File: config.mk
export PLATFORM = sky130hd
export DESIGN_NAME = regulator_fault_protection
export DESIGN_NICKNAME = d
export VERILOG_FILES = /design/src/fault_pkg.sv /design/src/oc_retry.sv /design/src/pg_hyst.sv /design/src/regulator_fault_protection.sv
export SDC_FILE = /design/constraint.sdc
export NUM_CORES = 1
export LEC_CHECK = 0
export ABC_AREA = 1
export BUFFER_PORTS_ARGS = -buffer_cell sky130_fd_sc_hd__buf_2
export CORE_ASPECT_RATIO = 1.75
export CORE_MARGIN = 1
export CORE_UTILIZATION = 30
export CTS_CLUSTER_SIZE = 16
export DETAILED_ROUTE_END_ITERATION = 6
export PLACE_DENSITY = 0.46
export SYNTH_ARGS = -nofsm -noshare
export SYNTH_HDL_FRONTEND = slang
export SYNTH_SLANG_ARGS = --single-unit
File: constraint.sdc
create_clock -name CLOCK -period 2.2 [get_ports CLOCK]
set_input_delay 0.11 -clock CLOCK [delete_from_list [all_inputs] [get_ports CLOCK]]
set_output_delay 0.11 -clock CLOCK [all_outputs]
set_load 0.01 [all_outputs]
File: src/fault_pkg.sv
package fault_pkg;
   localparam int CLOCK_HZ = 20000000;
   // Overcurrent off-time
   localparam int OC_WAIT_MS = 12;
   localparam int OC_WAIT_CYCLES = (CLOCK_HZ / 1000) * OC_WAIT_MS;
   localparam int RETRY_LIMIT = 7;
   localparam int RETRY_W = 3;
   localparam int WAIT_W = 18;
   // Comparator levels carried as constants for reference
   localparam int OCP_NOMINAL_UA = 100;
   localparam int OCP_SOFTSTART_UA = 140;
   localparam int UV_TRIP_MV = 300;
   localparam int UV_RELEASE_MV = 250;
   localparam int OV_CLAMP_RELEASE_MV = 400;
   localparam logic [1:0] PHASE_DRIVE_LOW = 2'h0;
   localparam logic [1:0] PHASE_DRIVE_HIZ = 2'h1;
   localparam logic [1:0] PHASE_DRIVE_RUN = 2'h2;
endpackage

File: src/oc_retry.sv
`timescale 1ns/1ps
`default_nettype none
module oc_retry
   import fault_pkg::*;
#(
   parameter int WAIT_CYCLES = OC_WAIT_CYCLES
) (
   input wire logic clk,
   input wire logic rst,
   input wire logic trip,
   input wire logic ss_done,
   input wire logic enabled,
   output logic shut,
   output logic restart,
   output logic exhausted
);
   logic [WAIT_W-1:0] wait_count;
   logic [RETRY_W-1:0] retries;

   always_ff @(posedge clk) begin
      if (rst) begin
         shut <= 1'b0;
         wait_count <= '0;
         restart <= 1'b0;
      end else begin
         restart <= 1'b0;
         if (!shut && trip && !exhausted) begin
            shut <= 1'b1;
            wait_count <= WAIT_W'(WAIT_CYCLES - 1);
         end else if (shut && !exhausted) begin
            if (wait_count != '0) begin
               wait_count <= wait_count - 1'b1;
            end else if (enabled) begin
               shut <= 1'b0;
               restart <= 1'b1;
            end
         end
      end
   end

   always_ff @(posedge clk) begin
      if (rst) begin
         retries <= '0;
         exhausted <= 1'b0;
      end else if (!shut && trip && !exhausted) begin
         // Trip as soft-start completes: count restarts from this trip
         if (ss_done)
            retries <= RETRY_W'(1);
         else if (retries == RETRY_W'(RETRY_LIMIT))
            exhausted <= 1'b1;
         else
            retries <= retries + 1'b1;
      end else if (ss_done) begin
         retries <= '0;
      end
   end

   property p_wait_len;
      @(posedge clk) disable iff (rst)
      $rose(shut) |-> shut [*8];
   endproperty
   a_wait_len: assert property (p_wait_len) else $error("off period too short");

   property p_exhaust_hold;
      @(posedge clk) disable iff (rst)
      exhausted |=> exhausted && !restart;
   endproperty
   a_exhaust_hold: assert property (p_exhaust_hold) else $error("latch-off released");

   property p_restart_enabled;
      @(posedge clk) disable iff (rst)
      restart |-> $past(enabled);
   endproperty
   a_restart_enabled: assert property (p_restart_enabled) else $error("restart while disabled");
endmodule
`default_nettype wire

File: src/pg_hyst.sv
`timescale 1ns/1ps
`default_nettype none
module pg_hyst
   import fault_pkg::*;
(
   input wire logic clk,
   input wire logic rst,
   input wire logic below_uv,
   input wire logic above_release,
   output logic in_window
);
   always_ff @(posedge clk) begin
      if (rst)
         in_window <= 1'b0;
      else if (below_uv)
         in_window <= 1'b0;
      else if (above_release)
         in_window <= 1'b1;
   end

   property p_uv_low;
      @(posedge clk) disable iff (rst)
      below_uv |=> !in_window;
   endproperty
   a_uv_low: assert property (p_uv_low) else $error("good kept during undervoltage");

   property p_release;
      @(posedge clk) disable iff (rst)
      !in_window && !above_release |=> !in_window;
   endproperty
   a_release: assert property (p_release) else $error("release without hysteresis");
endmodule
`default_nettype wire

File: src/regulator_fault_protection.sv
`timescale 1ns/1ps
`default_nettype none
module regulator_fault_protection
   import fault_pkg::*;
#(
   parameter int WAIT_CYCLES = OC_WAIT_CYCLES
) (
   // Clock and reset
   input wire logic CLOCK,
   input wire logic RST,
   // Supply status
   input wire logic MAIN_POR_OK,
   input wire logic DRIVER_SUPPLY_OK,
   input wire logic ENABLE,
   // Soft-start progress per rail
   input wire logic CORE_SS_DONE,
   input wire logic NB_SS_DONE,
   // Voltage comparators per rail
   input wire logic CORE_OVERVOLTAGE_TRIP,
   input wire logic CORE_ABOVE_PG_UPPER,
   input wire logic CORE_DIFF_ABOVE_400MV,
   input wire logic CORE_BELOW_UV,
   input wire logic CORE_ABOVE_UV_RELEASE,
   input wire logic NB_OVERVOLTAGE_TRIP,
   input wire logic NB_ABOVE_PG_UPPER,
   input wire logic NB_DIFF_ABOVE_400MV,
   input wire logic NB_BELOW_UV,
   input wire logic NB_ABOVE_UV_RELEASE,
   input wire logic OPEN_SENSE,
   // Current comparators: nominal and raised level per rail
   input wire logic CORE_CURRENT_ABOVE_100UA,
   input wire logic CORE_CURRENT_ABOVE_140UA,
   input wire logic NB_CURRENT_ABOVE_100UA,
   input wire logic NB_CURRENT_ABOVE_140UA,
   // Phase three/four populated
   input wire logic PHASE_THREE_ACTIVE,
   input wire logic PHASE_FOUR_ACTIVE,
   // Drive commands
   output logic CORE_SWITCH_ENABLE,
   output logic CORE_LOW_SIDE_FORCE_ON,
   output logic NB_SWITCH_ENABLE,
   output logic NB_LOW_SIDE_FORCE_ON,
   output logic [1:0] EXT_PHASE_THREE_DRIVE,
   output logic [1:0] EXT_PHASE_FOUR_DRIVE,
   output logic CORE_SOFT_START_REQ,
   output logic NB_SOFT_START_REQ,
   output logic PRE_POR_OVP_ENABLE,
   output logic POWER_GOOD_OUT
);
   typedef enum logic [4:0] {
      ST_OFF = 5'h01,
      ST_SOFTSTART = 5'h02,
      ST_RUN = 5'h04,
      ST_SENSE_OPEN = 5'h08,
      ST_LATCHED = 5'h10
   } ctrl_state_t;

   ctrl_state_t state;
   ctrl_state_t next_state;
   logic ov_latched;
   logic core_ov, nb_ov, core_clamp, nb_clamp;
   logic supplies_ok;
   logic core_trip, nb_trip;
   logic core_shut, nb_shut, core_restart, nb_restart, core_exh, nb_exh;
   logic core_good, nb_good;
   logic in_ss;

   function automatic logic oc_trip(input logic ss, input logic above_nom, input logic above_raised);
      oc_trip = ss ? above_raised : above_nom;
   endfunction

   assign supplies_ok = MAIN_POR_OK && DRIVER_SUPPLY_OK;
   assign in_ss = (state == ST_SOFTSTART);
   assign core_ov = CORE_OVERVOLTAGE_TRIP && CORE_ABOVE_PG_UPPER;
   assign nb_ov = NB_OVERVOLTAGE_TRIP && NB_ABOVE_PG_UPPER;
   assign core_trip = (in_ss || state == ST_RUN) && !core_shut
      && oc_trip(in_ss && !CORE_SS_DONE, CORE_CURRENT_ABOVE_100UA, CORE_CURRENT_ABOVE_140UA);
   assign nb_trip = (in_ss || state == ST_RUN) && !nb_shut
      && oc_trip(in_ss && !NB_SS_DONE, NB_CURRENT_ABOVE_100UA, NB_CURRENT_ABOVE_140UA);

   oc_retry #(.WAIT_CYCLES(WAIT_CYCLES)) u_core_oc (
      .clk(CLOCK),
      .rst(RST || !MAIN_POR_OK),
      .trip(core_trip),
      .ss_done(in_ss && CORE_SS_DONE && NB_SS_DONE),
      .enabled(ENABLE),
      .shut(core_shut),
      .restart(core_restart),
      .exhausted(core_exh)
   );

   oc_retry #(.WAIT_CYCLES(WAIT_CYCLES)) u_nb_oc (
      .clk(CLOCK),
      .rst(RST || !MAIN_POR_OK),
      .trip(nb_trip),
      .ss_done(in_ss && CORE_SS_DONE && NB_SS_DONE),
      .enabled(ENABLE),
      .shut(nb_shut),
      .restart(nb_restart),
      .exhausted(nb_exh)
   );

   pg_hyst u_core_pg (
      .clk(CLOCK),
      .rst(RST),
      .below_uv(CORE_BELOW_UV),
      .above_release(CORE_ABOVE_UV_RELEASE),
      .in_window(core_good)
   );

   pg_hyst u_nb_pg (
      .clk(CLOCK),
      .rst(RST),
      .below_uv(NB_BELOW_UV),
      .above_release(NB_ABOVE_UV_RELEASE),
      .in_window(nb_good)
   );

   always_ff @(posedge CLOCK) begin
      if (RST)
         ov_latched <= 1'b0;
      else if (!MAIN_POR_OK)
         ov_latched <= 1'b0;
      else if (core_ov || nb_ov)
         ov_latched <= 1'b1;
   end

   // clamp until differential below 400mV, re-arms on recurrence
   always_ff @(posedge CLOCK) begin
      if (RST) begin
         core_clamp <= 1'b0;
         nb_clamp <= 1'b0;
      end else begin
         if (core_ov)
            core_clamp <= 1'b1;
         else if (!CORE_DIFF_ABOVE_400MV)
            core_clamp <= 1'b0;
         if (nb_ov)
            nb_clamp <= 1'b1;
         else if (!NB_DIFF_ABOVE_400MV)
            nb_clamp <= 1'b0;
      end
   end

   always_comb begin
      next_state = state;
      case (state)
         ST_OFF: begin
            if (supplies_ok && ENABLE)
               next_state = ST_SOFTSTART;
         end
         ST_SOFTSTART: begin
            if (CORE_SS_DONE && NB_SS_DONE && !core_shut && !nb_shut)
               next_state = ST_RUN;
         end
         ST_RUN: begin
            next_state = ST_RUN;
         end
         ST_SENSE_OPEN: begin
            // restart once the line is back
            if (!OPEN_SENSE)
               next_state = ST_OFF;
         end
         ST_LATCHED: begin
            next_state = ST_LATCHED;
         end
         default: begin
            next_state = ST_OFF;
         end
      endcase
      if (state != ST_LATCHED && state != ST_SENSE_OPEN && (core_restart || nb_restart))
         next_state = ST_SOFTSTART;
      if (state != ST_LATCHED && OPEN_SENSE)
         next_state = ST_SENSE_OPEN;
      if (!supplies_ok || !ENABLE)
         next_state = ST_OFF;
      if (ov_latched || core_ov || nb_ov || core_exh || nb_exh)
         next_state = ST_LATCHED;
      if (!MAIN_POR_OK)
         next_state = ST_OFF;
   end

   always_ff @(posedge CLOCK) begin
      if (RST)
         state <= ST_OFF;
      else
         state <= next_state;
   end

   always_ff @(posedge CLOCK) begin
      if (RST) begin
         CORE_SWITCH_ENABLE <= 1'b0;
         NB_SWITCH_ENABLE <= 1'b0;
         CORE_LOW_SIDE_FORCE_ON <= 1'b0;
         NB_LOW_SIDE_FORCE_ON <= 1'b0;
         EXT_PHASE_THREE_DRIVE <= PHASE_DRIVE_HIZ;
         EXT_PHASE_FOUR_DRIVE <= PHASE_DRIVE_HIZ;
      end else begin
         CORE_SWITCH_ENABLE <= (next_state == ST_SOFTSTART || next_state == ST_RUN) && !core_shut && !core_trip;
         NB_SWITCH_ENABLE <= (next_state == ST_SOFTSTART || next_state == ST_RUN) && !nb_shut && !nb_trip;
         CORE_LOW_SIDE_FORCE_ON <= core_ov || core_clamp;
         NB_LOW_SIDE_FORCE_ON <= nb_ov || nb_clamp;
         if ((core_ov || core_clamp) && PHASE_THREE_ACTIVE)
            EXT_PHASE_THREE_DRIVE <= PHASE_DRIVE_LOW;
         else if (PHASE_THREE_ACTIVE && (next_state == ST_SOFTSTART || next_state == ST_RUN)
                  && !core_shut && !core_trip)
            EXT_PHASE_THREE_DRIVE <= PHASE_DRIVE_RUN;
         else
            EXT_PHASE_THREE_DRIVE <= PHASE_DRIVE_HIZ;
         if ((core_ov || core_clamp) && PHASE_FOUR_ACTIVE)
            EXT_PHASE_FOUR_DRIVE <= PHASE_DRIVE_LOW;
         else if (PHASE_FOUR_ACTIVE && (next_state == ST_SOFTSTART || next_state == ST_RUN)
                  && !core_shut && !core_trip)
            EXT_PHASE_FOUR_DRIVE <= PHASE_DRIVE_RUN;
         else
            EXT_PHASE_FOUR_DRIVE <= PHASE_DRIVE_HIZ;
      end
   end

   always_ff @(posedge CLOCK) begin
      if (RST)
         PRE_POR_OVP_ENABLE <= 1'b1;
      else
         PRE_POR_OVP_ENABLE <= !supplies_ok;
   end

   always_ff @(posedge CLOCK) begin
      if (RST) begin
         CORE_SOFT_START_REQ <= 1'b0;
         NB_SOFT_START_REQ <= 1'b0;
      end else begin
         CORE_SOFT_START_REQ <= (next_state == ST_SOFTSTART) && !core_shut;
         NB_SOFT_START_REQ <= (next_state == ST_SOFTSTART) && !nb_shut;
      end
   end

   always_ff @(posedge CLOCK) begin
      if (RST)
         POWER_GOOD_OUT <= 1'b0;
      else
         POWER_GOOD_OUT <= (next_state == ST_RUN) && core_good && nb_good && !CORE_BELOW_UV && !NB_BELOW_UV
            && !core_ov && !nb_ov && !core_shut && !nb_shut && !core_trip && !nb_trip;
   end

   property p_ov_response;
      @(posedge CLOCK) disable iff (RST)
      core_ov |=> CORE_LOW_SIDE_FORCE_ON && !CORE_SWITCH_ENABLE && !POWER_GOOD_OUT;
   endproperty
   a_ov_response: assert property (p_ov_response) else $error("overvoltage response missing");

   property p_ov_latch;
      @(posedge CLOCK) disable iff (RST)
      ov_latched && MAIN_POR_OK |=> state == ST_LATCHED;
   endproperty
   a_ov_latch: assert property (p_ov_latch) else $error("overvoltage latch left");

   property p_core_oc;
      @(posedge CLOCK) disable iff (RST)
      core_trip |=> !CORE_SWITCH_ENABLE && !POWER_GOOD_OUT && EXT_PHASE_THREE_DRIVE != PHASE_DRIVE_RUN;
   endproperty
   a_core_oc: assert property (p_core_oc) else $error("core overcurrent not shut");

   property p_nb_only;
      @(posedge CLOCK) disable iff (RST)
      nb_shut && !core_shut && state == ST_RUN && next_state == ST_RUN && !core_trip |=> CORE_SWITCH_ENABLE;
   endproperty
   a_nb_only: assert property (p_nb_only) else $error("core disabled by bridge fault");

   property p_sense_open;
      @(posedge CLOCK) disable iff (RST)
      OPEN_SENSE |=> !CORE_SWITCH_ENABLE && !NB_SWITCH_ENABLE;
   endproperty
   a_sense_open: assert property (p_sense_open) else $error("running with open sense");

   property p_pg_ss;
      @(posedge CLOCK) disable iff (RST)
      state == ST_SOFTSTART |-> !POWER_GOOD_OUT;
   endproperty
   a_pg_ss: assert property (p_pg_ss) else $error("good during soft-start");

   property p_prepor;
      @(posedge CLOCK) disable iff (RST)
      !DRIVER_SUPPLY_OK |=> PRE_POR_OVP_ENABLE;
   endproperty
   a_prepor: assert property (p_prepor) else $error("pre-reset path off");

   property p_exh_latch;
      @(posedge CLOCK) disable iff (RST)
      (core_exh || nb_exh) && MAIN_POR_OK |=> !CORE_SWITCH_ENABLE && !NB_SWITCH_ENABLE;
   endproperty
   a_exh_latch: assert property (p_exh_latch) else $error("retries exhausted but driving");

   property p_ov_needs_both;
      @(posedge CLOCK) disable iff (RST)
      CORE_OVERVOLTAGE_TRIP && !CORE_ABOVE_PG_UPPER && !core_clamp |=> !CORE_LOW_SIDE_FORCE_ON;
   endproperty
   a_ov_needs_both: assert property (p_ov_needs_both) else $error("clamp without both comparators");

   property p_ov_ext_low;
      @(posedge CLOCK) disable iff (RST)
      core_ov && PHASE_THREE_ACTIVE |=> EXT_PHASE_THREE_DRIVE == PHASE_DRIVE_LOW;
   endproperty
   a_ov_ext_low: assert property (p_ov_ext_low) else $error("external drive not low in overvoltage");

   property p_nominal_trip;
      @(posedge CLOCK) disable iff (RST)
      state == ST_RUN && !core_shut && CORE_CURRENT_ABOVE_100UA |=> !CORE_SWITCH_ENABLE;
   endproperty
   a_nominal_trip: assert property (p_nominal_trip) else $error("nominal overcurrent ignored");

   property p_raised_level;
      @(posedge CLOCK) disable iff (RST)
      in_ss && !CORE_SS_DONE && !core_shut && !CORE_CURRENT_ABOVE_140UA |=> !core_shut;
   endproperty
   a_raised_level: assert property (p_raised_level) else $error("trip below raised level");

   property p_nb_oc;
      @(posedge CLOCK) disable iff (RST)
      nb_trip |=> !NB_SWITCH_ENABLE && !POWER_GOOD_OUT;
   endproperty
   a_nb_oc: assert property (p_nb_oc) else $error("bridge overcurrent not shut");
endmodule
`default_nettype wire

### Word-level counts from Yosys, hierarchy flattened

Cells that the tools add are included.

| word-level totals | value |
|---|---|
| output and inout port bits | 12 |
| bits of input ports | 24 |
| logic and storage cells | 199 |
| bits in registers | 70 |

| cells by class | value |
|---|---|
| multiplexer cells | 40 |
| add/sub/neg operators | 4 |
| eq/ne operators | 17 |
| reduce and logical (&&, ||, !) cells | 104 |
| bitwise gates (word level) | 4 |

Operators with widths:

| kind | count |
|---|---|
| $mux W18 | 6 |
| $logic_and A1 B1 Y1 | 48 |
| $mux W5 | 8 |
| $reduce_bool A18 Y1 | 2 |
| $sub A18 B1 Y18 const B | 2 |
| $pmux W5 S5 | 1 |
| $mux W3 | 7 |
| $mux W1 | 16 |
| $reduce_bool A2 Y1 | 8 |
| $logic_not A1 Y1 | 15 |
| $reduce_or A2 Y1 | 7 |
| $logic_or A1 B1 Y1 | 12 |
| $reduce_and A2 Y1 | 6 |
| $reduce_and A3 Y1 | 4 |
| $eq A5 B2 Y1 const B | 2 |
| $eq A5 B3 Y1 const B | 2 |
| $reduce_or A4 Y1 | 2 |
| $add A3 B1 Y3 const B | 2 |
| $eq A3 B3 Y1 const B | 2 |
| $ne A2 B1 Y1 const B | 3 |
| $ne A2 B2 Y1 const B | 3 |
| $eq A5 B1 Y1 const B | 1 |
| $eq A5 B4 Y1 const B | 1 |
| $eq A5 B5 Y1 const B | 1 |
| 4 further kinds | 8 |

### Depth between registers and ports, before layout

| depth | value |
|---|---|
| depth after elaboration | 21 |
| mapped depth | 13 |
| gate-level depth less buffers | 12 |

### Hierarchy

From an unflattened synthesis, not the netlist that was laid out.

| unflattened totals | value |
|---|---|
| cell total of the unflattened synthesis | 594 |
| area total of the unflattened synthesis | 4007.6 um^2 |

By module, submodules not included:

| module | seq. area each (um^2) | instances | cells each | area each (um^2) |
|---|---|---|---|---|
| oc_retry | 480.5 | 2 | 223 | 1501.4 |
| regulator_fault_protection | 400.4 | 1 | 136 | 927.1 |
| pg_hyst | 20.0 | 2 | 6 | 38.8 |

### Worst setup path before layout

No wires, ideal clock.

| timing | value |
|---|---|
| path type | flip-flop to flip-flop |
| start | register u_nb_oc.wait_count[0] |
| end | register u_nb_oc.wait_count[3] |
| path slack | 0.605 ns |
| period minus slack after synthesis | 1.595 ns |
| library setup time | 0.109 ns |
| arrival time | 1.487 ns |
| stages on the path, launching flop included | 12 |
| data required time | 2.091 ns |
| buffers on the path | 1 |
| path through | dfxtp_1 > inv_1 > ha_1 > nand2_1 > nor2_2 > nand3_1 > nand2_2 > buf_2 > o21ai_0 > nand3_2 > nand2_1 > inv_1 |

| between the ends | value |
|---|---|
| word-level cells in the longest chain between the ends | 4 |
| elaborated cells between the ends (all ways) | 7 |
| classes of those cells | add/sub (1); mux (3); reduce/logical (3) |

Ends and longest elaborated chain:

| what | RTL line | RTL |
|---|---|---|
| from (decl) | oc_retry.sv:17 | `logic [WAIT_W-1:0] wait_count;` |
| from (signal assigned) | oc_retry.sv:29 | `wait_count <= WAIT_W'(WAIT_CYCLES - 1);` |
| from (signal assigned) | oc_retry.sv:32 | `wait_count <= wait_count - 1'b1;` |
| $sub A18 B1 Y18 | oc_retry.sv:32 |  |
| $mux W18 | oc_retry.sv:31 | `if (wait_count != '0) begin` |
| $mux W18 | oc_retry.sv:30 | `end else if (shut && !exhausted) begin` |
| $mux W18 | oc_retry.sv:27 | `if (!shut && trip && !exhausted) begin` |

Several ways; a longest one is shown, not always the timed one. The select of a mux whose other input is x is not followed.
A chain may end at the register's enable or synchronous reset.

### Worst setup path in the final report

| timing | value |
|---|---|
| start | register u_nb_oc.wait_count[0] |
| end | register u_nb_oc.wait_count[6] |

Same word-level chain as after synthesis.

==> reports/results.ini <==
[pwr]
p_comb_share_pct = 4.4
power_mw = 2.92
p_switching_mw = 0.698
clkPwrFrac_pct = 51.6
ir_drop_v = 0.000300
leakage_nw = 2.26
seqPwrFrac_pct = 44.0
swShare_pct = 23.9
powerDensity_nw_per_um2 = 641
internal-power_mw = 2.22

[timing]
tightest_slew_ns = 0.413
layout_min_cycle_time_ns = 1.86
timing.final.ws_setup_ns = 0.338
period_share_pct = 84.7
finalMaxSlewViolations = 0
fin_hold_ws_ns = 0.0222
max_freq_mhz = 537
rsz0062_at_grt = no
relSlewSlack_pct = 72.3
setup_tns_ns = 0
setup_viol = 0
clock_skew_ns = 0.0113
hold_viol_final = 0

[placement]
dp_slack_ns = 0.346
port_buffers = 35
gp_congestion = 0.862
dpl.hpwl_um = 7620
dp.cells = 767

[global_routing]
grt_pass1_wl_um = 16900
grt_pass1_vias = 3681
grt_overflow_total = 0
grt_max_degree = 20
grt_use_total_pct = 16.4
grt_antenna_before_repair = 0

[die]
initial_core_util_pct = 30.8
dieArea_um2 = 13300
pin_count = 36
rows = 54
core-area_um2 = 12500
die_h_um = 152
die_x_um = 87.6

[finish]
final_cell_mix = 123 x nand2_1, 97 x nor2_1, 78 x inv_1, 70 x dfxtp_1, 41 x nand3_1
diodes = 0
final_common_cell = nand2_1
drive_above_1_share_pct = 16.9
final_cells = 788
synthToLayoutAreaGrowth_pct = 18.4
fin_nets = 645
fillers = 1372

[synth]
yosysSeqAreaShare_pct = 36.4
syn_avg_cell_area_um2 = 6.79
ys_ff_latch = 70
netlist_area_um2 = 3850
synth_cell_type_count = 41
syn_inst = 567
synth_fp_nets = 597
yosysWarnings = 0

[setup_path]
crit_slowest_cell = dfxtp_1
endpoint_kind = flop
arrival_ns = 2.10
required_ns = 2.44
crit_path_max_fanout = 11
worst_path_most_repeated_cell = nand2_1
crit_chain = inv_1 -> ha_1 -> nand2_1 -> nor2_2 -> nand3_1 -> nand2_2 -> inv_2 -> buf_12 -> nand2_1 -> nand2_1 -> nand3_2 -> nand2_1 -> inv_1
cp_slowest_stage_delay_ns = 0.39
worst_setup_path_start_kind = flop
crit_type = reg2reg

[detailed_routing]
vias_per_cell = 4.65
drc_errors = 0
avgRoutedWirePerCell_um = 12.5
drtPass1Iterations = 5
ant_nets = 0
initialDrtViolationCount = 142
drt_wl_total_um = 9890
via_count = 3666

[clocking]
cts_buffers = 9
cts_resized = 0
cts_tree = built
clock_latency_ns = 0.34
clockBufferDepth = 2
cts-root-buf = clkbuf_16
ctsHtreeMaxLevel = 3
cts_sinks = 70
clk_pin_slew_ns = 0.07

[worst_hold_path]
hold_class = in2reg

[job]
max_cap_violations = 0

[run_status]
status = complete, no violations

## registers in the layout, summed over array words and instances (netlist names), 2 cells and up
register               count
EXT_PHASE_FOUR_DRIVE       2
EXT_PHASE_THREE_DRIVE      2
state                      5
u_core_oc.retries          3
u_core_oc.wait_count      18
u_nb_oc.retries            3
u_nb_oc.wait_count        18
## layout make-up
class,count,area (µm²),area share [%]
multi-input cells,402,2030,44.6
flip-flops and latches,70,1400,30.7
inverters,86,327,7.16
repair buffers,46,283,6.20
clock buffers,9,225,4.94
well taps,168,210,4.61
clock inverters,7,77.6,1.70
## logic make-up (layout without fill, tap and decap cells)
group                      count (synthesis)  in the layout  synth area share [%]
and+or+nand+nor                          331            331                  41.4
buffers and inverters                     95            148                  10.7
DFF                                       70             70                  36.4
AOI/OAI and AO/OA                         61             61                  8.58
adders and majority gates                  6              6                  1.95
xor gates and xnor gates                   4              4                 0.910
## per-layer routing
metal,up-vias,track usage (%),wire length (µm)
li1,1898,-,-
met1,1694,17.0,4010
met2,51,30.2,5310
met3,23,2.55,231
met4,0,8.90,336
met5,-,0,0
## power groups by stage
stage / Clock [mW] / Sequential, mW / Combinational [mW]
6_report: 1.51 / 1.29 / 0.127
5_1_grt: 1.60 / 1.29 / 0.146
3_3_place_gp: 0 / 1.31 / 0.122
2_1_floorplan: 0 / 1.32 / 0.0703
3_5_place_dp: 0 / 1.31 / 0.122
4_1_cts: 1.55 / 1.29 / 0.129
## through the flow
step	utilization (%)	instance area, µm²
after detailed placement	33.6	4210
after CTS	36.5	4560
after floorplan	-	3850
after global routing	36.5	4560
after global placement	33.6	4210
final	36.5	4560
## worst max-delay path: cells and delay by family, from the launching register on
kind          cells  cell delay [ns]
simple gates      8             0.68
buf+inv           4             0.45
flops             1             0.39
fa+ha+maj         1             0.23
## synthesized netlist by cell type (all sizes together)
master,instances,share of area (%)
inv,84,8.3
xor2,3,0.68
clkbuf,2,0.45
a31oi,2,0.33
nor4,1,0.16
clkinv,2,0.23
nand4,13,2.4
and3,1,0.16
ha,6,2.0
dfxtp,70,36
buf,7,1.8
o31ai,1,0.20
nand3,56,9.6
nor2,112,13
nand2,128,13
nand3b,6,1.2
o21a,1,0.20
o211ai,4,0.78
nor3,12,1.7
xnor2,1,0.23
a21oi,30,4.1
o21ai,23,3.0
or2,2,0.33
## final timing paths
check             cells past startpoint                  endpoint  slack (ns)                   from
hold / removal                        3  EXT_PHASE_THREE_DRIVE[1]        0.02     PHASE_THREE_ACTIVE
setup reg to reg                     13     u_nb_oc.wait_count[6]        0.34  u_nb_oc.wait_count[0]
setup / recovery                     13     u_nb_oc.wait_count[6]        0.34  u_nb_oc.wait_count[0]
hold reg to reg                       2      u_core_oc.retries[1]        0.47   u_core_oc.retries[1]
## repair_timing
| item | CTS | global route |
|---|---|---|
| hold buffers | 5 | 0 |
| endpoints found under the hold margin | 4 | 0 |
| buffers inserted | 0 | 0 |
(Power assumes the default switching activity.)
